<file path="src/rtl/mmr_pkg.sv">
package mmr_pkg;
	// ----------------------------------------
	// register offsets
	// ----------------------------------------
	localparam logic [15:0] OFS_PATTERN2 = 16'h0011;
	localparam logic [15:0] OFS_PATTERN3 = 16'h0012;
	localparam logic [15:0] OFS_PATTERN4 = 16'h0013;
	localparam logic [15:0] OFS_NODE_ADDR = 16'h0020;
	localparam logic [15:0] OFS_SIGNATURE = 16'h0021;
	localparam logic [15:0] OFS_RATE = 16'h0022;
	localparam logic [15:0] OFS_PERMIT = 16'h0023;
	localparam logic [15:0] OFS_REPLY_DELAY = 16'h0025;
	localparam logic [15:0] OFS_GAP_TIMEOUT = 16'h0027;
	localparam logic [15:0] OFS_LUMINANCE = 16'h002d;
	localparam logic [15:0] OFS_ENTRY_STYLE = 16'h002f;
	localparam logic [15:0] OFS_LATCH0 = 16'h0040;
	localparam logic [15:0] OFS_LATCH2 = 16'h0042;
	// ----------------------------------------
	// ranges and identity
	// ----------------------------------------
	// arbitrary value, not tied to any part
	localparam logic [15:0] SIGNATURE_CODE = 16'h5a01;
	localparam logic [15:0] RATE_MAX = 16'h0007;
	localparam logic [15:0] DELAY_MAX = 16'h0005;
	localparam logic [15:0] TIMEOUT_MAX = 16'h0063;
	localparam logic [15:0] LUM_MIN = 16'h0001;
	localparam logic [15:0] LUM_MAX = 16'h0008;
	localparam logic [15:0] BYTE_MAX = 16'h00ff;
	localparam logic [15:0] BIT_MAX = 16'h0001;
	// ----------------------------------------
	// exception codes
	// ----------------------------------------
	localparam logic [7:0] EXC_NONE = 8'h00;
	localparam logic [7:0] EXC_ADDR = 8'h02;
	localparam logic [7:0] EXC_VALUE = 8'h03;
	localparam logic [7:0] EXC_NO_PERMIT = 8'h08;
	// ----------------------------------------
	// reset values
	// ----------------------------------------
	localparam logic [7:0] RST_NODE_ADDR = 8'h01;
	localparam logic [2:0] RST_RATE = 3'h3;
	localparam logic RST_PERMIT = 1'b1;
	localparam logic [2:0] RST_DELAY = 3'h0;
	localparam logic [6:0] RST_TIMEOUT = 7'h00;
	localparam logic [3:0] RST_LUM = 4'h8;
	localparam logic RST_STYLE = 1'b0;
	localparam logic [7:0] RST_PATTERN = 8'h00;
	// ----------------------------------------
	// coding modes, strobe schemes
	// ----------------------------------------
	localparam logic [1:0] CODE_BCD = 2'h0;
	localparam logic [1:0] CODE_BIN = 2'h1;
	localparam logic [1:0] CODE_RAW_OCTET = 2'h2;
	localparam logic [1:0] CODE_TEXT_CHAR = 2'h3;
	localparam logic [1:0] STRB_SINGLE = 2'h0;
	// ----------------------------------------
	// timing
	// ----------------------------------------
	localparam int CLK_HZ = 100_000_000;
	localparam int SECOND_CYCLES = CLK_HZ;
	localparam int RATE_BPS [8] = '{1200, 2400, 4800, 9600, 19200, 38400, 57600, 115200};
	localparam logic [7:0] DELAY_CHARS [6] = '{8'h00, 8'h0a, 8'h14, 8'h32, 8'h64, 8'hc8};
	localparam int DIV_W = 17;
endpackage

</file>
<file path="src/rtl/mmr_link_if.sv">
`timescale 1ns/1ps
`default_nettype none
interface mmr_link_if;
	logic [1:0] coding_mode;
	logic [1:0] strobe_scheme;
	logic [7:0] latched [3];
	logic [6:0] gap_timeout;
	logic gap_restart;
	logic gap_expired;
	modport owner (output coding_mode, output strobe_scheme, input latched,
		output gap_timeout, output gap_restart, input gap_expired);
	modport capture (input coding_mode, input strobe_scheme, output latched);
	modport gap (input gap_timeout, input gap_restart, output gap_expired);
endinterface
`default_nettype wire

</file>
<file path="src/rtl/mmr_capture.sv">
`timescale 1ns/1ps
`default_nettype none
module mmr_capture (
	input wire logic i_clk,
	input wire logic i_reset,
	input wire logic [15:0] i_par_data,
	input wire logic [3:0] i_strobe,
	mmr_link_if.capture lk
);
	logic [3:0] strobe_d_reg;
	logic [7:0] buf_reg [3];
	logic [3:0] rise;

	assign rise = i_strobe & ~strobe_d_reg;

	always_ff @(posedge i_clk or posedge i_reset) begin
		if (i_reset) begin
			strobe_d_reg <= 4'h0;
		end else begin
			strobe_d_reg <= i_strobe;
		end
	end

	// ----------------------------------------
	// decade buffers
	// ----------------------------------------
	always_ff @(posedge i_clk or posedge i_reset) begin
		if (i_reset) begin
			for (int n = 0; n < 3; n++) begin
				buf_reg[n] <= 8'h00;
			end
		end else begin
			for (int n = 0; n < 3; n++) begin
				unique case (lk.coding_mode)
					mmr_pkg::CODE_BCD, mmr_pkg::CODE_BIN: begin
						// single strobe loads all three nibbles, i_par_data[11:0], at once
						if (lk.strobe_scheme == mmr_pkg::STRB_SINGLE) begin
							if (rise[0]) buf_reg[n] <= {4'h0, i_par_data[4*n +: 4]};
						end else if (rise[n]) begin
							buf_reg[n] <= {4'h0, i_par_data[3:0]};
						end
					end
					mmr_pkg::CODE_TEXT_CHAR: begin
						if (rise[n]) buf_reg[n] <= {1'b0, i_par_data[6:0]};
					end
					mmr_pkg::CODE_RAW_OCTET: begin
						if (rise[n]) buf_reg[n] <= i_par_data[7:0];
					end
				endcase
			end
		end
	end

	assign lk.latched = buf_reg;
endmodule
`default_nettype wire

</file>
<file path="src/rtl/mmr_gap_timer.sv">
`timescale 1ns/1ps
`default_nettype none
module mmr_gap_timer #(
	parameter int SECOND_CYCLES = mmr_pkg::SECOND_CYCLES
) (
	input wire logic i_clk,
	input wire logic i_reset,
	input wire logic i_frame_rx,
	mmr_link_if.gap lk
);
	logic [31:0] cyc_reg;
	logic [6:0] sec_reg;
	logic expired_reg;

	always_ff @(posedge i_clk or posedge i_reset) begin
		if (i_reset) begin
			cyc_reg <= 32'h0;
			sec_reg <= 7'h0;
			expired_reg <= 1'b0;
		end else if (i_frame_rx || lk.gap_restart || lk.gap_timeout == 7'h0) begin
			// zero timeout disables supervision entirely
			cyc_reg <= 32'h0;
			sec_reg <= 7'h0;
			expired_reg <= 1'b0;
		end else if (!expired_reg) begin
			if (cyc_reg == 32'(SECOND_CYCLES - 1)) begin
				cyc_reg <= 32'h0;
				sec_reg <= sec_reg + 7'h1;
				if (sec_reg + 7'h1 == lk.gap_timeout) expired_reg <= 1'b1;
			end else begin
				cyc_reg <= cyc_reg + 32'h1;
			end
		end
	end

	assign lk.gap_expired = expired_reg;
endmodule
`default_nettype wire

</file>
<file path="src/rtl/mmr_regbank.sv">
`timescale 1ns/1ps
`default_nettype none
module mmr_regbank #(
	parameter int SECOND_CYCLES = mmr_pkg::SECOND_CYCLES
) (
	input wire logic i_clk,
	input wire logic i_reset,
	input wire logic i_req_valid,
	input wire logic i_req_write,
	input wire logic i_req_broadcast,
	input wire logic [15:0] i_req_addr,
	input wire logic [15:0] i_req_wdata,
	input wire logic i_frame_rx,
	input wire logic [1:0] i_coding_mode,
	input wire logic [1:0] i_strobe_scheme,
	input wire logic [15:0] i_par_data,
	input wire logic [3:0] i_strobe,
	output logic o_rsp_valid,
	output logic o_rsp_send,
	output logic [7:0] o_rsp_exc,
	output logic [15:0] o_rsp_rdata,
	output logic [7:0] o_rsp_node_addr,
	output logic [16:0] o_rsp_baud_div,
	output logic [7:0] o_node_addr,
	output logic [16:0] o_baud_div,
	output logic [7:0] o_reply_delay_chars,
	output logic o_gap_expired,
	output logic [3:0] o_luminance,
	output logic o_edit_slide,
	output logic o_write_permit,
	output logic [7:0] o_pattern2,
	output logic [7:0] o_pattern3,
	output logic [7:0] o_pattern4
);
	// ----------------------------------------
	// helpers
	// ----------------------------------------
	function automatic logic [16:0] baud_divisor(input logic [2:0] code);
		baud_divisor = 17'(mmr_pkg::CLK_HZ / mmr_pkg::RATE_BPS[code]);
	endfunction

	function automatic logic in_range(input logic [15:0] v, input logic [15:0] lo, input logic [15:0] hi);
		in_range = (v >= lo) && (v <= hi);
	endfunction

	// ----------------------------------------
	// storage
	// ----------------------------------------
	logic [7:0] node_addr_reg;
	logic [2:0] rate_reg;
	logic [16:0] baud_div_reg;
	logic permit_reg;
	logic [2:0] delay_reg;
	logic [7:0] delay_chars_reg;
	logic [6:0] timeout_reg;
	logic [3:0] lum_reg;
	logic style_reg;
	logic [7:0] pattern_reg [3];
	logic gap_restart_reg;
	logic gap_expired_reg;

	logic rsp_valid_reg;
	logic rsp_send_reg;
	logic [7:0] rsp_exc_reg;
	logic [15:0] rsp_rdata_reg;
	logic [7:0] rsp_node_addr_reg;
	logic [16:0] rsp_baud_div_reg;

	mmr_link_if lk ();

	assign lk.coding_mode = i_coding_mode;
	assign lk.strobe_scheme = i_strobe_scheme;
	assign lk.gap_timeout = timeout_reg;
	assign lk.gap_restart = gap_restart_reg;

	mmr_capture u_capture (
		.i_clk(i_clk),
		.i_reset(i_reset),
		.i_par_data(i_par_data),
		.i_strobe(i_strobe),
		.lk(lk.capture)
	);

	mmr_gap_timer #(
		.SECOND_CYCLES(SECOND_CYCLES)
	) u_gap (
		.i_clk(i_clk),
		.i_reset(i_reset),
		.i_frame_rx(i_frame_rx),
		.lk(lk.gap)
	);

	// ----------------------------------------
	// request decode
	// ----------------------------------------
	logic known;
	logic read_only;
	logic value_ok;
	logic [7:0] exc;
	logic [15:0] rdata;
	logic wr_ok;

	always_comb begin
		known = 1'b1;
		read_only = 1'b0;
		value_ok = 1'b1;
		rdata = 16'h0000;
		unique case (i_req_addr)
			mmr_pkg::OFS_PATTERN2, mmr_pkg::OFS_PATTERN3, mmr_pkg::OFS_PATTERN4: begin
				rdata = {8'h00, pattern_reg[2'(i_req_addr - mmr_pkg::OFS_PATTERN2)]};
				value_ok = in_range(i_req_wdata, 16'h0000, mmr_pkg::BYTE_MAX);
			end
			mmr_pkg::OFS_NODE_ADDR: begin
				rdata = {8'h00, node_addr_reg};
				value_ok = in_range(i_req_wdata, 16'h0001, mmr_pkg::BYTE_MAX);
			end
			mmr_pkg::OFS_SIGNATURE: begin
				rdata = mmr_pkg::SIGNATURE_CODE;
				read_only = 1'b1;
			end
			mmr_pkg::OFS_RATE: begin
				rdata = {13'h0000, rate_reg};
				value_ok = in_range(i_req_wdata, 16'h0000, mmr_pkg::RATE_MAX);
			end
			mmr_pkg::OFS_PERMIT: begin
				rdata = {15'h0000, permit_reg};
				value_ok = in_range(i_req_wdata, 16'h0000, mmr_pkg::BIT_MAX);
			end
			mmr_pkg::OFS_REPLY_DELAY: begin
				rdata = {13'h0000, delay_reg};
				value_ok = in_range(i_req_wdata, 16'h0000, mmr_pkg::DELAY_MAX);
			end
			mmr_pkg::OFS_GAP_TIMEOUT: begin
				rdata = {9'h000, timeout_reg};
				value_ok = in_range(i_req_wdata, 16'h0000, mmr_pkg::TIMEOUT_MAX);
			end
			mmr_pkg::OFS_LUMINANCE: begin
				rdata = {12'h000, lum_reg};
				value_ok = in_range(i_req_wdata, mmr_pkg::LUM_MIN, mmr_pkg::LUM_MAX);
			end
			mmr_pkg::OFS_ENTRY_STYLE: begin
				rdata = {15'h0000, style_reg};
				value_ok = in_range(i_req_wdata, 16'h0000, mmr_pkg::BIT_MAX);
			end
			mmr_pkg::OFS_LATCH0, mmr_pkg::OFS_LATCH0 + 16'h0001, mmr_pkg::OFS_LATCH2: begin
				rdata = {8'h00, lk.latched[2'(i_req_addr - mmr_pkg::OFS_LATCH0)]};
				read_only = 1'b1;
			end
			default: begin
				known = 1'b0;
			end
		endcase
	end

	// unknown address first, then permission, then read-only address, then value
	always_comb begin
		exc = mmr_pkg::EXC_NONE;
		if (!known) begin
			exc = mmr_pkg::EXC_ADDR;
		end else if (i_req_write && !permit_reg) begin
			exc = mmr_pkg::EXC_NO_PERMIT;
		end else if (i_req_write && read_only) begin
			exc = mmr_pkg::EXC_ADDR;
		end else if (i_req_write && !value_ok) begin
			exc = mmr_pkg::EXC_VALUE;
		end
	end

	// broadcasts still write; only the reply is suppressed
	assign wr_ok = i_req_valid && i_req_write && (exc == mmr_pkg::EXC_NONE);

	// ----------------------------------------
	// settings
	// ----------------------------------------
	always_ff @(posedge i_clk or posedge i_reset) begin
		if (i_reset) begin
			node_addr_reg <= mmr_pkg::RST_NODE_ADDR;
		end else if (wr_ok && i_req_addr == mmr_pkg::OFS_NODE_ADDR) begin
			node_addr_reg <= i_req_wdata[7:0];
		end
	end

	always_ff @(posedge i_clk or posedge i_reset) begin
		if (i_reset) begin
			rate_reg <= mmr_pkg::RST_RATE;
			baud_div_reg <= baud_divisor(mmr_pkg::RST_RATE);
		end else if (wr_ok && i_req_addr == mmr_pkg::OFS_RATE) begin
			rate_reg <= i_req_wdata[2:0];
			baud_div_reg <= baud_divisor(i_req_wdata[2:0]);
		end
	end

	always_ff @(posedge i_clk or posedge i_reset) begin
		if (i_reset) begin
			permit_reg <= mmr_pkg::RST_PERMIT;
		end else if (wr_ok && i_req_addr == mmr_pkg::OFS_PERMIT) begin
			permit_reg <= i_req_wdata[0];
		end
	end

	always_ff @(posedge i_clk or posedge i_reset) begin
		if (i_reset) begin
			delay_reg <= mmr_pkg::RST_DELAY;
			delay_chars_reg <= mmr_pkg::DELAY_CHARS[mmr_pkg::RST_DELAY];
		end else if (wr_ok && i_req_addr == mmr_pkg::OFS_REPLY_DELAY) begin
			delay_reg <= i_req_wdata[2:0];
			delay_chars_reg <= mmr_pkg::DELAY_CHARS[i_req_wdata[2:0]];
		end
	end

	// a new timeout restarts supervision so it acts at once
	always_ff @(posedge i_clk or posedge i_reset) begin
		if (i_reset) begin
			timeout_reg <= mmr_pkg::RST_TIMEOUT;
			gap_restart_reg <= 1'b0;
		end else begin
			gap_restart_reg <= wr_ok && i_req_addr == mmr_pkg::OFS_GAP_TIMEOUT;
			if (wr_ok && i_req_addr == mmr_pkg::OFS_GAP_TIMEOUT) begin
				timeout_reg <= i_req_wdata[6:0];
			end
		end
	end

	always_ff @(posedge i_clk or posedge i_reset) begin
		if (i_reset) begin
			lum_reg <= mmr_pkg::RST_LUM;
		end else if (wr_ok && i_req_addr == mmr_pkg::OFS_LUMINANCE) begin
			lum_reg <= i_req_wdata[3:0];
		end
	end

	always_ff @(posedge i_clk or posedge i_reset) begin
		if (i_reset) begin
			style_reg <= mmr_pkg::RST_STYLE;
		end else if (wr_ok && i_req_addr == mmr_pkg::OFS_ENTRY_STYLE) begin
			style_reg <= i_req_wdata[0];
		end
	end

	always_ff @(posedge i_clk or posedge i_reset) begin
		if (i_reset) begin
			for (int n = 0; n < 3; n++) begin
				pattern_reg[n] <= mmr_pkg::RST_PATTERN;
			end
		end else if (wr_ok && i_req_addr >= mmr_pkg::OFS_PATTERN2 && i_req_addr <= mmr_pkg::OFS_PATTERN4) begin
			pattern_reg[2'(i_req_addr - mmr_pkg::OFS_PATTERN2)] <= i_req_wdata[7:0];
		end
	end

	always_ff @(posedge i_clk or posedge i_reset) begin
		if (i_reset) begin
			gap_expired_reg <= 1'b0;
		end else begin
			// one cycle behind the timer, keeps the output a local flop
			gap_expired_reg <= lk.gap_expired;
		end
	end

	// ----------------------------------------
	// response
	// ----------------------------------------
	always_ff @(posedge i_clk or posedge i_reset) begin
		if (i_reset) begin
			rsp_valid_reg <= 1'b0;
			rsp_send_reg <= 1'b0;
			rsp_exc_reg <= mmr_pkg::EXC_NONE;
			rsp_rdata_reg <= 16'h0000;
			rsp_node_addr_reg <= mmr_pkg::RST_NODE_ADDR;
			rsp_baud_div_reg <= baud_divisor(mmr_pkg::RST_RATE);
		end else begin
			rsp_valid_reg <= i_req_valid;
			if (i_req_valid) begin
				rsp_send_reg <= !i_req_broadcast;
				rsp_exc_reg <= exc;
				rsp_rdata_reg <= (i_req_write || exc != mmr_pkg::EXC_NONE) ? 16'h0000 : rdata;
				// address sampled before the write lands
				rsp_node_addr_reg <= node_addr_reg;
				if (wr_ok && i_req_addr == mmr_pkg::OFS_RATE) begin
					rsp_baud_div_reg <= baud_divisor(i_req_wdata[2:0]);
				end else begin
					rsp_baud_div_reg <= baud_div_reg;
				end
			end else begin
				rsp_send_reg <= 1'b0;
			end
		end
	end

	// ----------------------------------------
	// outputs
	// ----------------------------------------
	assign o_rsp_valid = rsp_valid_reg;
	assign o_rsp_send = rsp_send_reg;
	assign o_rsp_exc = rsp_exc_reg;
	assign o_rsp_rdata = rsp_rdata_reg;
	assign o_rsp_node_addr = rsp_node_addr_reg;
	assign o_rsp_baud_div = rsp_baud_div_reg;
	assign o_node_addr = node_addr_reg;
	assign o_baud_div = baud_div_reg;
	assign o_reply_delay_chars = delay_chars_reg;
	assign o_gap_expired = gap_expired_reg;
	assign o_luminance = lum_reg;
	assign o_edit_slide = style_reg;
	assign o_write_permit = permit_reg;
	assign o_pattern2 = pattern_reg[0];
	assign o_pattern3 = pattern_reg[1];
	assign o_pattern4 = pattern_reg[2];
endmodule
`default_nettype wire

</file>
<file path="config.mk">
export PLATFORM = sky130hd
export DESIGN_NAME = mmr_regbank
export DESIGN_NICKNAME = d
export VERILOG_FILES = /design/src/rtl/mmr_pkg.sv /design/src/rtl/mmr_link_if.sv /design/src/rtl/mmr_capture.sv /design/src/rtl/mmr_gap_timer.sv /design/src/rtl/mmr_regbank.sv
export SDC_FILE = /design/constraint.sdc
export NUM_CORES = 1
export LEC_CHECK = 0
export ABC_AREA = 1
export CORE_ASPECT_RATIO = 1.25
export CORE_MARGIN = 2
export CORE_UTILIZATION = 40
export CTS_CLUSTER_DIAMETER = 200
export DETAILED_ROUTE_END_ITERATION = 6
export DONT_BUFFER_PORTS = 1
export SETUP_SLACK_MARGIN = 0.1
export SYNTH_ARGS = -nofsm -noshare
export SYNTH_HDL_FRONTEND = slang
export SYNTH_SLANG_ARGS = --single-unit
export TNS_END_PERCENT = 5
</file>
<file path="constraint.sdc">
create_clock -name i_clk -period 8.3 [get_ports i_clk]
set_input_delay 1.66 -clock i_clk [delete_from_list [all_inputs] [get_ports i_clk]]
set_output_delay 1.66 -clock i_clk [all_outputs]
set_load 0.03 [all_outputs]
</file>
* Word level (Yosys, flattened, before mapping) *
Memories as Yosys holds them, arrays and structs flattened. A register that Yosys moved wholly into a read port is not among the register bits.
Cells that the tools add are included.

storage, ports and cells
  output and inout bits = 115
  input bits = 62
  bits in read-only memories = 320
  register bits after elaboration = 188
  word-level logic and storage cells = 174
  memories kept = 2

memory list
  memory           depth  bits a word  read ports  clocked after memory_dff  write ports  RTL line            text
  (no name shown)  8      32           1           0                         0            mmr_regbank.sv:39   baud_divisor = 17'(mmr_pkg::CLK_HZ / mmr_pkg::RATE_BPS[code]);
  (no name shown)  8      8            1           1                         0            mmr_regbank.sv:207  delay_chars_reg <= mmr_pkg::DELAY_CHARS[i_req_wdata[2:0]];

cells by class
  div/mod/pow operators = 1
  $add $sub $neg = 4
  order comparisons = 14
  mux-type cells = 48
  reduce and logical (&&, ||, !) cells = 44
  bitwise gates (word level) = 5
  eq/ne operators = 30

operator list
  cell                                                             count
  2-to-1 mux 32 bit                                                5
  one-hot mux 15 bit (10 select lines)                             1
  2-to-1 mux 8 bit                                                 18
  == test 16 x 6 -> 1 bit, second input constant                   8
  one-hot mux 8 bit (3 select lines)                               3
  == test 16 x 5 -> 1 bit, second input constant                   3
  == test 16 x 7 -> 1 bit, second input constant                   3
  adder 32 x 1 -> 32 bit, second input constant                    1
  binary-select mux 8 bit (select 2 bit)                           2
  divider 28 x 32 -> 32 bit, first input constant                  1
  == test 32 x 27 -> 1 bit, second input constant                  1
  >= comparator 16 x 1 -> 1 bit, second input constant             2
  less-or-equal comparator 16 x 3 -> 1 bit, second input constant  2
  bitwise mux 24 bit                                               1
  logical AND 1 bit                                                22
  2-to-1 mux 7 bit                                                 3
  2-to-1 mux 17 bit                                                1
  demux 8 bit (select 2 bit)                                       1
  >= comparator 16 x 5 -> 1 bit, second input constant             1
  less-or-equal comparator 16 x 1 -> 1 bit, second input constant  1
  less-or-equal comparator 16 x 4 -> 1 bit, second input constant  1
  less-or-equal comparator 16 x 5 -> 1 bit, second input constant  1
  less-or-equal comparator 16 x 7 -> 1 bit, second input constant  1
  less-or-equal comparator 16 x 8 -> 1 bit, second input constant  1
  35 further kinds                                                 62

* Depth between registers and ports, before layout *
Gate-level depths: netlist (run 1).

  word-level depth = 13
  depth in mapped cells = 319
  gate-level depth less buffers = 301

* Hierarchy *
Synthesis (run 1) repeated with hierarchy kept, for this count alone.

unflattened totals
  cells, all modules = 4261
  area total of the unflattened synthesis = 26211.4 µm²

by module, submodules not included
  module         instances  area each (µm²)  seq. area each (µm²)  cells an instance
  mmr_regbank    1          22066.2          2897.8                3680
  mmr_gap_timer  1          2896.5           1001.0                449
  mmr_capture    1          1248.7           675.6                 132

* Least setup slack after synthesis (run 1) *
No wires, ideal clock.

  kind = input port to flip-flop
  start point = in i_req_wdata[0]
  end point = reg rsp_baud_div_reg[0] (netlist: o_rsp_baud_div[0])
  buffers on the path = 24
  data arrival time = 40005 ps
  library setup time = 117 ps
  setup slack = -31822 ps
  stages = 287
  data required time = 8183 ps
  path through = buf_6 -> inv_1 -> clkbuf_1 -> ha_1 -> nand2_2 -> ha_1 -> nand2_1 -> inv_1 -> nand2_1 -> nand2_1 -> nand2_1 -> nand2_1 -> nand2_2 -> o21ai_0 -> o21ai_0 -> inv_1 -> ha_1 -> nand2_1 -> (+251 left out) -> o21ai_0 -> o21ai_0 -> inv_1 -> ha_1 -> o21ai_0 -> a211oi_1 -> o21a_1 -> o21ai_0 -> nand2_1 -> o21ai_0 -> a21boi_0 -> o21a_1 -> o211ai_1 -> nor2_1 -> nor2_1 -> nand2_1 -> nand3_1 -> nand2_1

between the ends
  cells in the longest elaborated chain, start to end = 13
  elaborated cells on any way between the ends = 31
  those cells by class = div (1); order compare (8); mux (8); bitwise (1); reduce/logical (12); memory (1)

ends and longest elaborated chain
  what                                                               RTL line            text
  from (decl)                                                        mmr_regbank.sv:12   input wire logic [15:0] i_req_wdata,
  branches (longest 12 deep; another with memory read (8 x 32 bit))  -
  2-to-1 mux 17 bit (*)                                              -
  to (signal assigned)                                               mmr_regbank.sv:269  rsp_baud_div_reg <= baud_divisor(mmr_pkg::RST_RATE);
  to (signal assigned)                                               mmr_regbank.sv:279  rsp_baud_div_reg <= baud_divisor(i_req_wdata[2:0]);
  to (signal assigned)                                               mmr_regbank.sv:281  rsp_baud_div_reg <= baud_div_reg;
  to (decl)                                                          mmr_regbank.sv:67   logic [16:0] rsp_baud_div_reg;

Mark *: on every way between the ends. The select of a mux whose other input is x is not followed.
A chain may end at the register's enable or synchronous reset.

* Final worst setup path (run 1) *
  start point = in i_req_wdata[1]
  end point = reg rsp_baud_div_reg[0] (netlist: o_rsp_baud_div[0])

Same word-level chain as after synthesis.

==> results of run 1 <==
## cell usage after synthesis, drive strengths merged, types with 17 or more instances
library cell / number / area share (%)
xor2: 104 / 3.6
clkbuf: 47 / 0.90
or2: 23 / 0.56
o21a: 29 / 0.85
buf: 52 / 1.8
nand2: 1186 / 19
xnor2: 53 / 1.8
nor3: 73 / 1.5
o21ai: 337 / 6.7
dfrtp: 166 / 16
a21oi: 245 / 4.8
ha: 230 / 11
a31oi: 25 / 0.61
nand4: 99 / 2.6
inv: 517 / 7.7
nor2: 392 / 6.4
nand3: 299 / 6.6
nand3b: 17 / 0.50
## timing repair
item | 4_1_cts | 5_1_grt
gates cloned | 6 | 0
setup endpoints to repair | 30 | 30
resized for setup | 318 | 195
buffers inserted | 180 | 65
pin swaps | 203 | 193
## routing by layer
metal / vias up / GRT usage, % / part of all wire (%)
met1: 15148 / 36.31 / 39
met4: 0 / 19.00 / 7.3
met2: 1131 / 57.39 / 48
li1: 16251 / - / -
met3: 402 / 3.796 / 5.8
met5: - / 0 / 0
## cells by family (layout without fill, tap and decap cells)
logic type,after synthesis,after routing,share of synthesized area (%)
adders and majority gates,231,231,11.36
muxes,1,1,0.03924
DFF,182,182,17.93
and+or+nand+nor,2118,2120,37.64
buffers and inverters,628,1981,10.63
AOI/OAI and AO/OA,765,765,16.99
xor gates and xnor gates,157,157,5.390
other,1,13,0.01470
## per-stage QoR
stage          cell area (sq um)  setup TNS, ns  util, %  cells  hold slack [ns]
2_1_floorplan              26200        -479.94        -   4094           0.3762
3_3_place_gp               35290        -477.06    55.89   6006           0.4303
3_5_place_dp               35290        -493.73    55.89   6006           0.4274
4_1_cts                    38630        -438.63    61.18   6224           0.4436
5_1_grt                    39980        -504.38    63.32   6289           0.4634
6_report                   39990        -460.46    63.32   6290           0.4525
## area by class of cell
class / count / share of cell area, %
tap: 840 / 2.628
timing repair inverter: 1 / 0.01877
antenna: 1 / 0.006258
timing repair buffer: 1419 / 27.32
sequential: 182 / 11.44
inverter: 529 / 5.169
multi-input combinational: 3286 / 51.89
clock inverter: 11 / 0.3473
clock buffer: 21 / 1.177
## final timing paths
check | cells after the start | to | slack (ns) | from
worst max register to register | 19 | u_gap.cyc_reg[31] | 4.51 | lk.gap_timeout[1]
worst min register to register | 0 | o_gap_expired | 0.45 | u_gap.lk.gap_expired
worst max-delay path | 264 | o_rsp_baud_div[0] | -27.77 | i_req_wdata[1]
min in group asynchronous | 1 | o_baud_div[6] | 1.20 | i_reset
max in group asynchronous | 2 | u_capture.lk.latched[7] | 5.67 | i_reset
worst min-delay path | 0 | o_gap_expired | 0.45 | u_gap.lk.gap_expired
==> qor.yml, run 1 <==
routing:
  wire_per_inst_microns: 17.50
  vias: 32932
  drtPass1Iterations: 6
  drt_iter0_markers: 2055
  postRouteAntennaNets: 0
  drt-vias-per-instance: 5.236
  drc_errors: 0
  wl_mm: 110.1
die:
  coreArea_sq_um: 63150
  dieWidth_microns: 229.9
  die_area_sq_um: 65820
  num_rows: 103
  ios: 177
  initial_core_util_pct: 40.40
  die_h_microns: 286.3
synthesis:
  netlist_instances: 4083
  synthArstFlopShare_pct: 100.0
  ys_seq_elements: 182
  syn_area_sq_um: 25510
  ys_types: 77
  ys_warn_count: 0
  avgSynthCellArea_sq_um: 6.248
  synthFlopType: "dfrtp_1"
  synth-edff-count: 0
  yosysSeqAreaShare_pct: 17.93
setup_path:
  slowest_delay_ns: 0.41
  cp_top_family: "compound AO/OA/AOI/OAI gates"
  cp_data_arrival_time_ns: 36.41
  path_common_cell: "nand2_2"
  end_kind: "register"
  path_max_fanout: 15
  startpoint_type: "primary input"
  cp.required_ns: 8.64
  cp_num_buf_inv: 38
  critPathSlowestCell: "fa_2"
  path_class: "primary input to register"
final_layout:
  multi_input_area_sq_um: 20750
  nFillCells: 5596
  final_layout_size_suffix_gt1_share_pct: 38.69
  register_area_sq_um: 4574
  syn2layout_area_growth_pct: 56.75
  final_common_cell: "buf_4"
  layout_common_cells: "buf_4, nand2_1, inv_1"
  largest_reg_flops: 32
  nNetsFinal: 5729
grt:
  overflow: 0
  grt_max_degree: 109
  grt_pass1_wl_mm: 168.0
  grt_usage_pct: 31.97
  grt_antenna_before_repair: 1
  grt_pass1_vias: 32238
flow_run:
  max-cap-violations: 0
clock_tree:
  cts_made_buffers: 17
  clock_latency_ns: 0.45
  clock-sinks: 182
  root_buffer: "clkbuf_16"
  cts.reportedPaths.clkPinSlew_ns: 0.07
  ctsLongestPathBuffers: 2
  tritoncts: "done"
  htreeDepth: 4
  hold_buffers: 0
placement:
  place_ws_ns: -29.11
  port_buffers: 0
  dp_hpwl_mm: 81.46
  place.gp.congestion: 0.9921
timing:
  fin_crit_ns: 36.07
  worstMarginPinSlew_ns: 1.156
  finalClockSkew_ns: 0.009016
  slew_violations: 0
  hold_violations: 0
  finalSetupViolCount: 30
  post-route-period-util_pct: 434.6
  timing.fmax_ghz: 0.02772
  rsz0062_at_grt: "true"
  relSlewSlack_pct: 22.93
  final.setup.worst_slack_ns: -27.77
outcome:
  status: "complete, but fails checks"
  violations: "negative setup slack"
hold_path:
  hp-class: "register to register"
Power of run 1 is not shown: default switching activity piles up to over one toggle a cycle in this logic, so the estimate is an artifact.
==> inputs of run 2 (changes only) <==
==> constraint.sdc (replaced) <==
create_clock -name i_clk -period 30.1 [get_ports i_clk]
set_input_delay 6.02 -clock i_clk [delete_from_list [all_inputs] [get_ports i_clk]]
set_output_delay 6.02 -clock i_clk [all_outputs]
set_load 0.03 [all_outputs]
==> run 2 against run 1 <==
Net effect: setup slack gained 18 ns; clock-buffer cell count shrank 4; the run still ends with negative setup slack left; routed wire length shrank 2.9%; flip-flop and latch count is the same; via count shrank 2.3%; cell count shrank 2.6%; clock skew shrank 0.0013 ns; die area is the same; global-route usage shrank 0.37 points; critical path depth is the same; register-to-register slack gained 22 ns; cell area shrank 4.7%.
==> qor.yml, run 2 (synthesized netlist as in run 1, its figures left out) <==
timing:
  worstMarginPinSlew_ns: 1.177
  final.setup.worst_slack_ns: -10.13
  post-route-period-util_pct: 133.6
  finalClockSkew_ns: 0.007666
  relSlewSlack_pct: 21.55
  hold_violations: 0
  finalSetupViolCount: 12
  slew_violations: 0
  fin_crit_ns: 40.23
  rsz0062_at_grt: "true"
  timing.fmax_ghz: 0.02486
setup_path:
  path_max_fanout: 15
  cp_num_cells: 264
  rrSetupSlack_ns: 26.33
  cp_data_arrival_time_ns: 40.57
  cp-startpoint: "i_req_wdata[1]"
  cp_num_buf_inv: 76
  slowest_delay_ns: 0.44
  path_common_cell: "buf_4"
  cp_top_family: "simple AND/OR/NAND/NOR gates"
  critPathSlowestCell: "fa_2"
  reg2regPathDepth: 19
  reg2reg_from: "lk.gap_timeout[1]"
  cp.required_ns: 30.44
  path_class: "primary input to register"
  r2r_end: "u_gap.cyc_reg[31]"
  startpoint_type: "primary input"
  end_kind: "register"
  endpoint: "o_rsp_baud_div[0]"
final_layout:
  register_area_sq_um: 4574
  nFillCells: 5917
  final_layout_size_suffix_gt1_share_pct: 35.29
  final_common_cell: "buf_4"
  nNetsFinal: 5565
  insertedDiodeCount: 0
  multi_input_area_sq_um: 20250
  largest_reg_flops: 32
  layout_common_cells: "buf_4, nand2_1, inv_1"
  syn2layout_area_growth_pct: 49.39
clock_tree:
  clock-sinks: 182
  cts_made_buffers: 17
  hold_buffers: 0
  ctsLongestPathBuffers: 2
  htreeDepth: 4
  root_buffer: "clkbuf_16"
  clock_latency_ns: 0.45
  tritoncts: "done"
  cts.reportedPaths.clkPinSlew_ns: 0.08
outcome:
  status: "complete, but fails checks"
  violations: "negative setup slack"
placement:
  port_buffers: 0
  place_ws_ns: -11.45
  dp_hpwl_mm: 81.66
  place.gp.congestion: 0.9772
hold_path:
  hp-class: "register to register"
grt:
  grt_pass1_wl_mm: 166.1
  overflow: 0
  grt_usage_pct: 31.61
  grt_max_degree: 110
  grt_pass1_vias: 31692
  grt_antenna_before_repair: 1
die:
  num_rows: 103
  die_area_sq_um: 65820
  ios: 177
  die_h_microns: 286.3
  dieWidth_microns: 229.9
  coreArea_sq_um: 63150
  initial_core_util_pct: 40.40
routing:
  drc_errors: 0
  drt_iter0_markers: 2168
  wl_mm: 106.9
  drt-vias-per-instance: 5.252
  drtPass1Iterations: 6
  vias: 32170
  postRouteAntennaNets: 0
  wire_per_inst_microns: 17.46
flow_run:
  max-cap-violations: 0
[run 2: cell types whose count changed in the layout (fill, tap and decap cells not counted), moves of 9 or more]
| cell | delta |
|---|---|
| nand3_1 | +9 |
| nand2_2 | -18 |
| nand2_1 | +28 |
| nand2_4 | -9 |
| ha_4 | -11 |
| inv_2 | -13 |
| a21oi_1 | +9 |
| inv_1 | +15 |
| buf_4 | -156 |
| o21ai_0 | +9 |
[run 2: worst register-to-register path, delay by kind of cell, from the launching register on]
| kind | cells | cell delay [ns] |
|---|---|---|
| and+or+nand+nor | 19 | 3.18 |
| DFF | 1 | 0.47 |
[run 2: how the worst min path moves through the flow]
stage,to,depth (start not counted),startpoint
after floorplan,o_gap_expired,0,u_gap.lk.gap_expired
after global placement,o_gap_expired,0,u_gap.lk.gap_expired
after detailed placement,o_gap_expired,0,u_gap.lk.gap_expired
after CTS,o_gap_expired,0,u_gap.lk.gap_expired
after global routing,o_gap_expired,0,u_gap.lk.gap_expired
final,o_gap_expired,0,u_gap.lk.gap_expired
[run 2: layer usage]
layer / global-route usage, % / wire (microns)
met1: 35.98 / 42240
met2: 57.09 / 51550
met3: 3.955 / 6136
met4: 17.45 / 6990
met5: 0 / 10
[run 2: layout make-up]
type / count / share of cell area (%)
repair inverters: 2 / 0.03940
clock buffers: 17 / 1.116
flip-flops and latches: 182 / 12.00
inverters: 529 / 5.384
repair buffers: 1254 / 25.13
well taps: 840 / 2.758
multi-input cells: 3286 / 53.15
clock inverters: 15 / 0.4170
[run 2: stage by stage]
stage / setup TNS, ns / instances / instance area [sq um] / hold WS, ns / util [%]
detailed placement: -89.11 / 5928 / 34670 / 0.4197 / 54.90
CTS: -66.59 / 6084 / 37000 / 0.4343 / 58.59
finish: -75.42 / 6125 / 38110 / 0.4283 / 60.35
global route: -100.54 / 6125 / 38110 / 0.4356 / 60.35
global placement: -78.47 / 5928 / 34670 / 0.4160 / 54.90
floorplan: -85.96 / 4094 / 26200 / 0.3762 / -
[run 2: what timing repair did]
action	4_1_cts	5_1_grt
endpoints found under the setup margin	14	16
setup buffers	119	39
gates cloned	5	2
resized for setup	205	173
pin swaps	151	138
Power of run 2 is left out for the same reason.
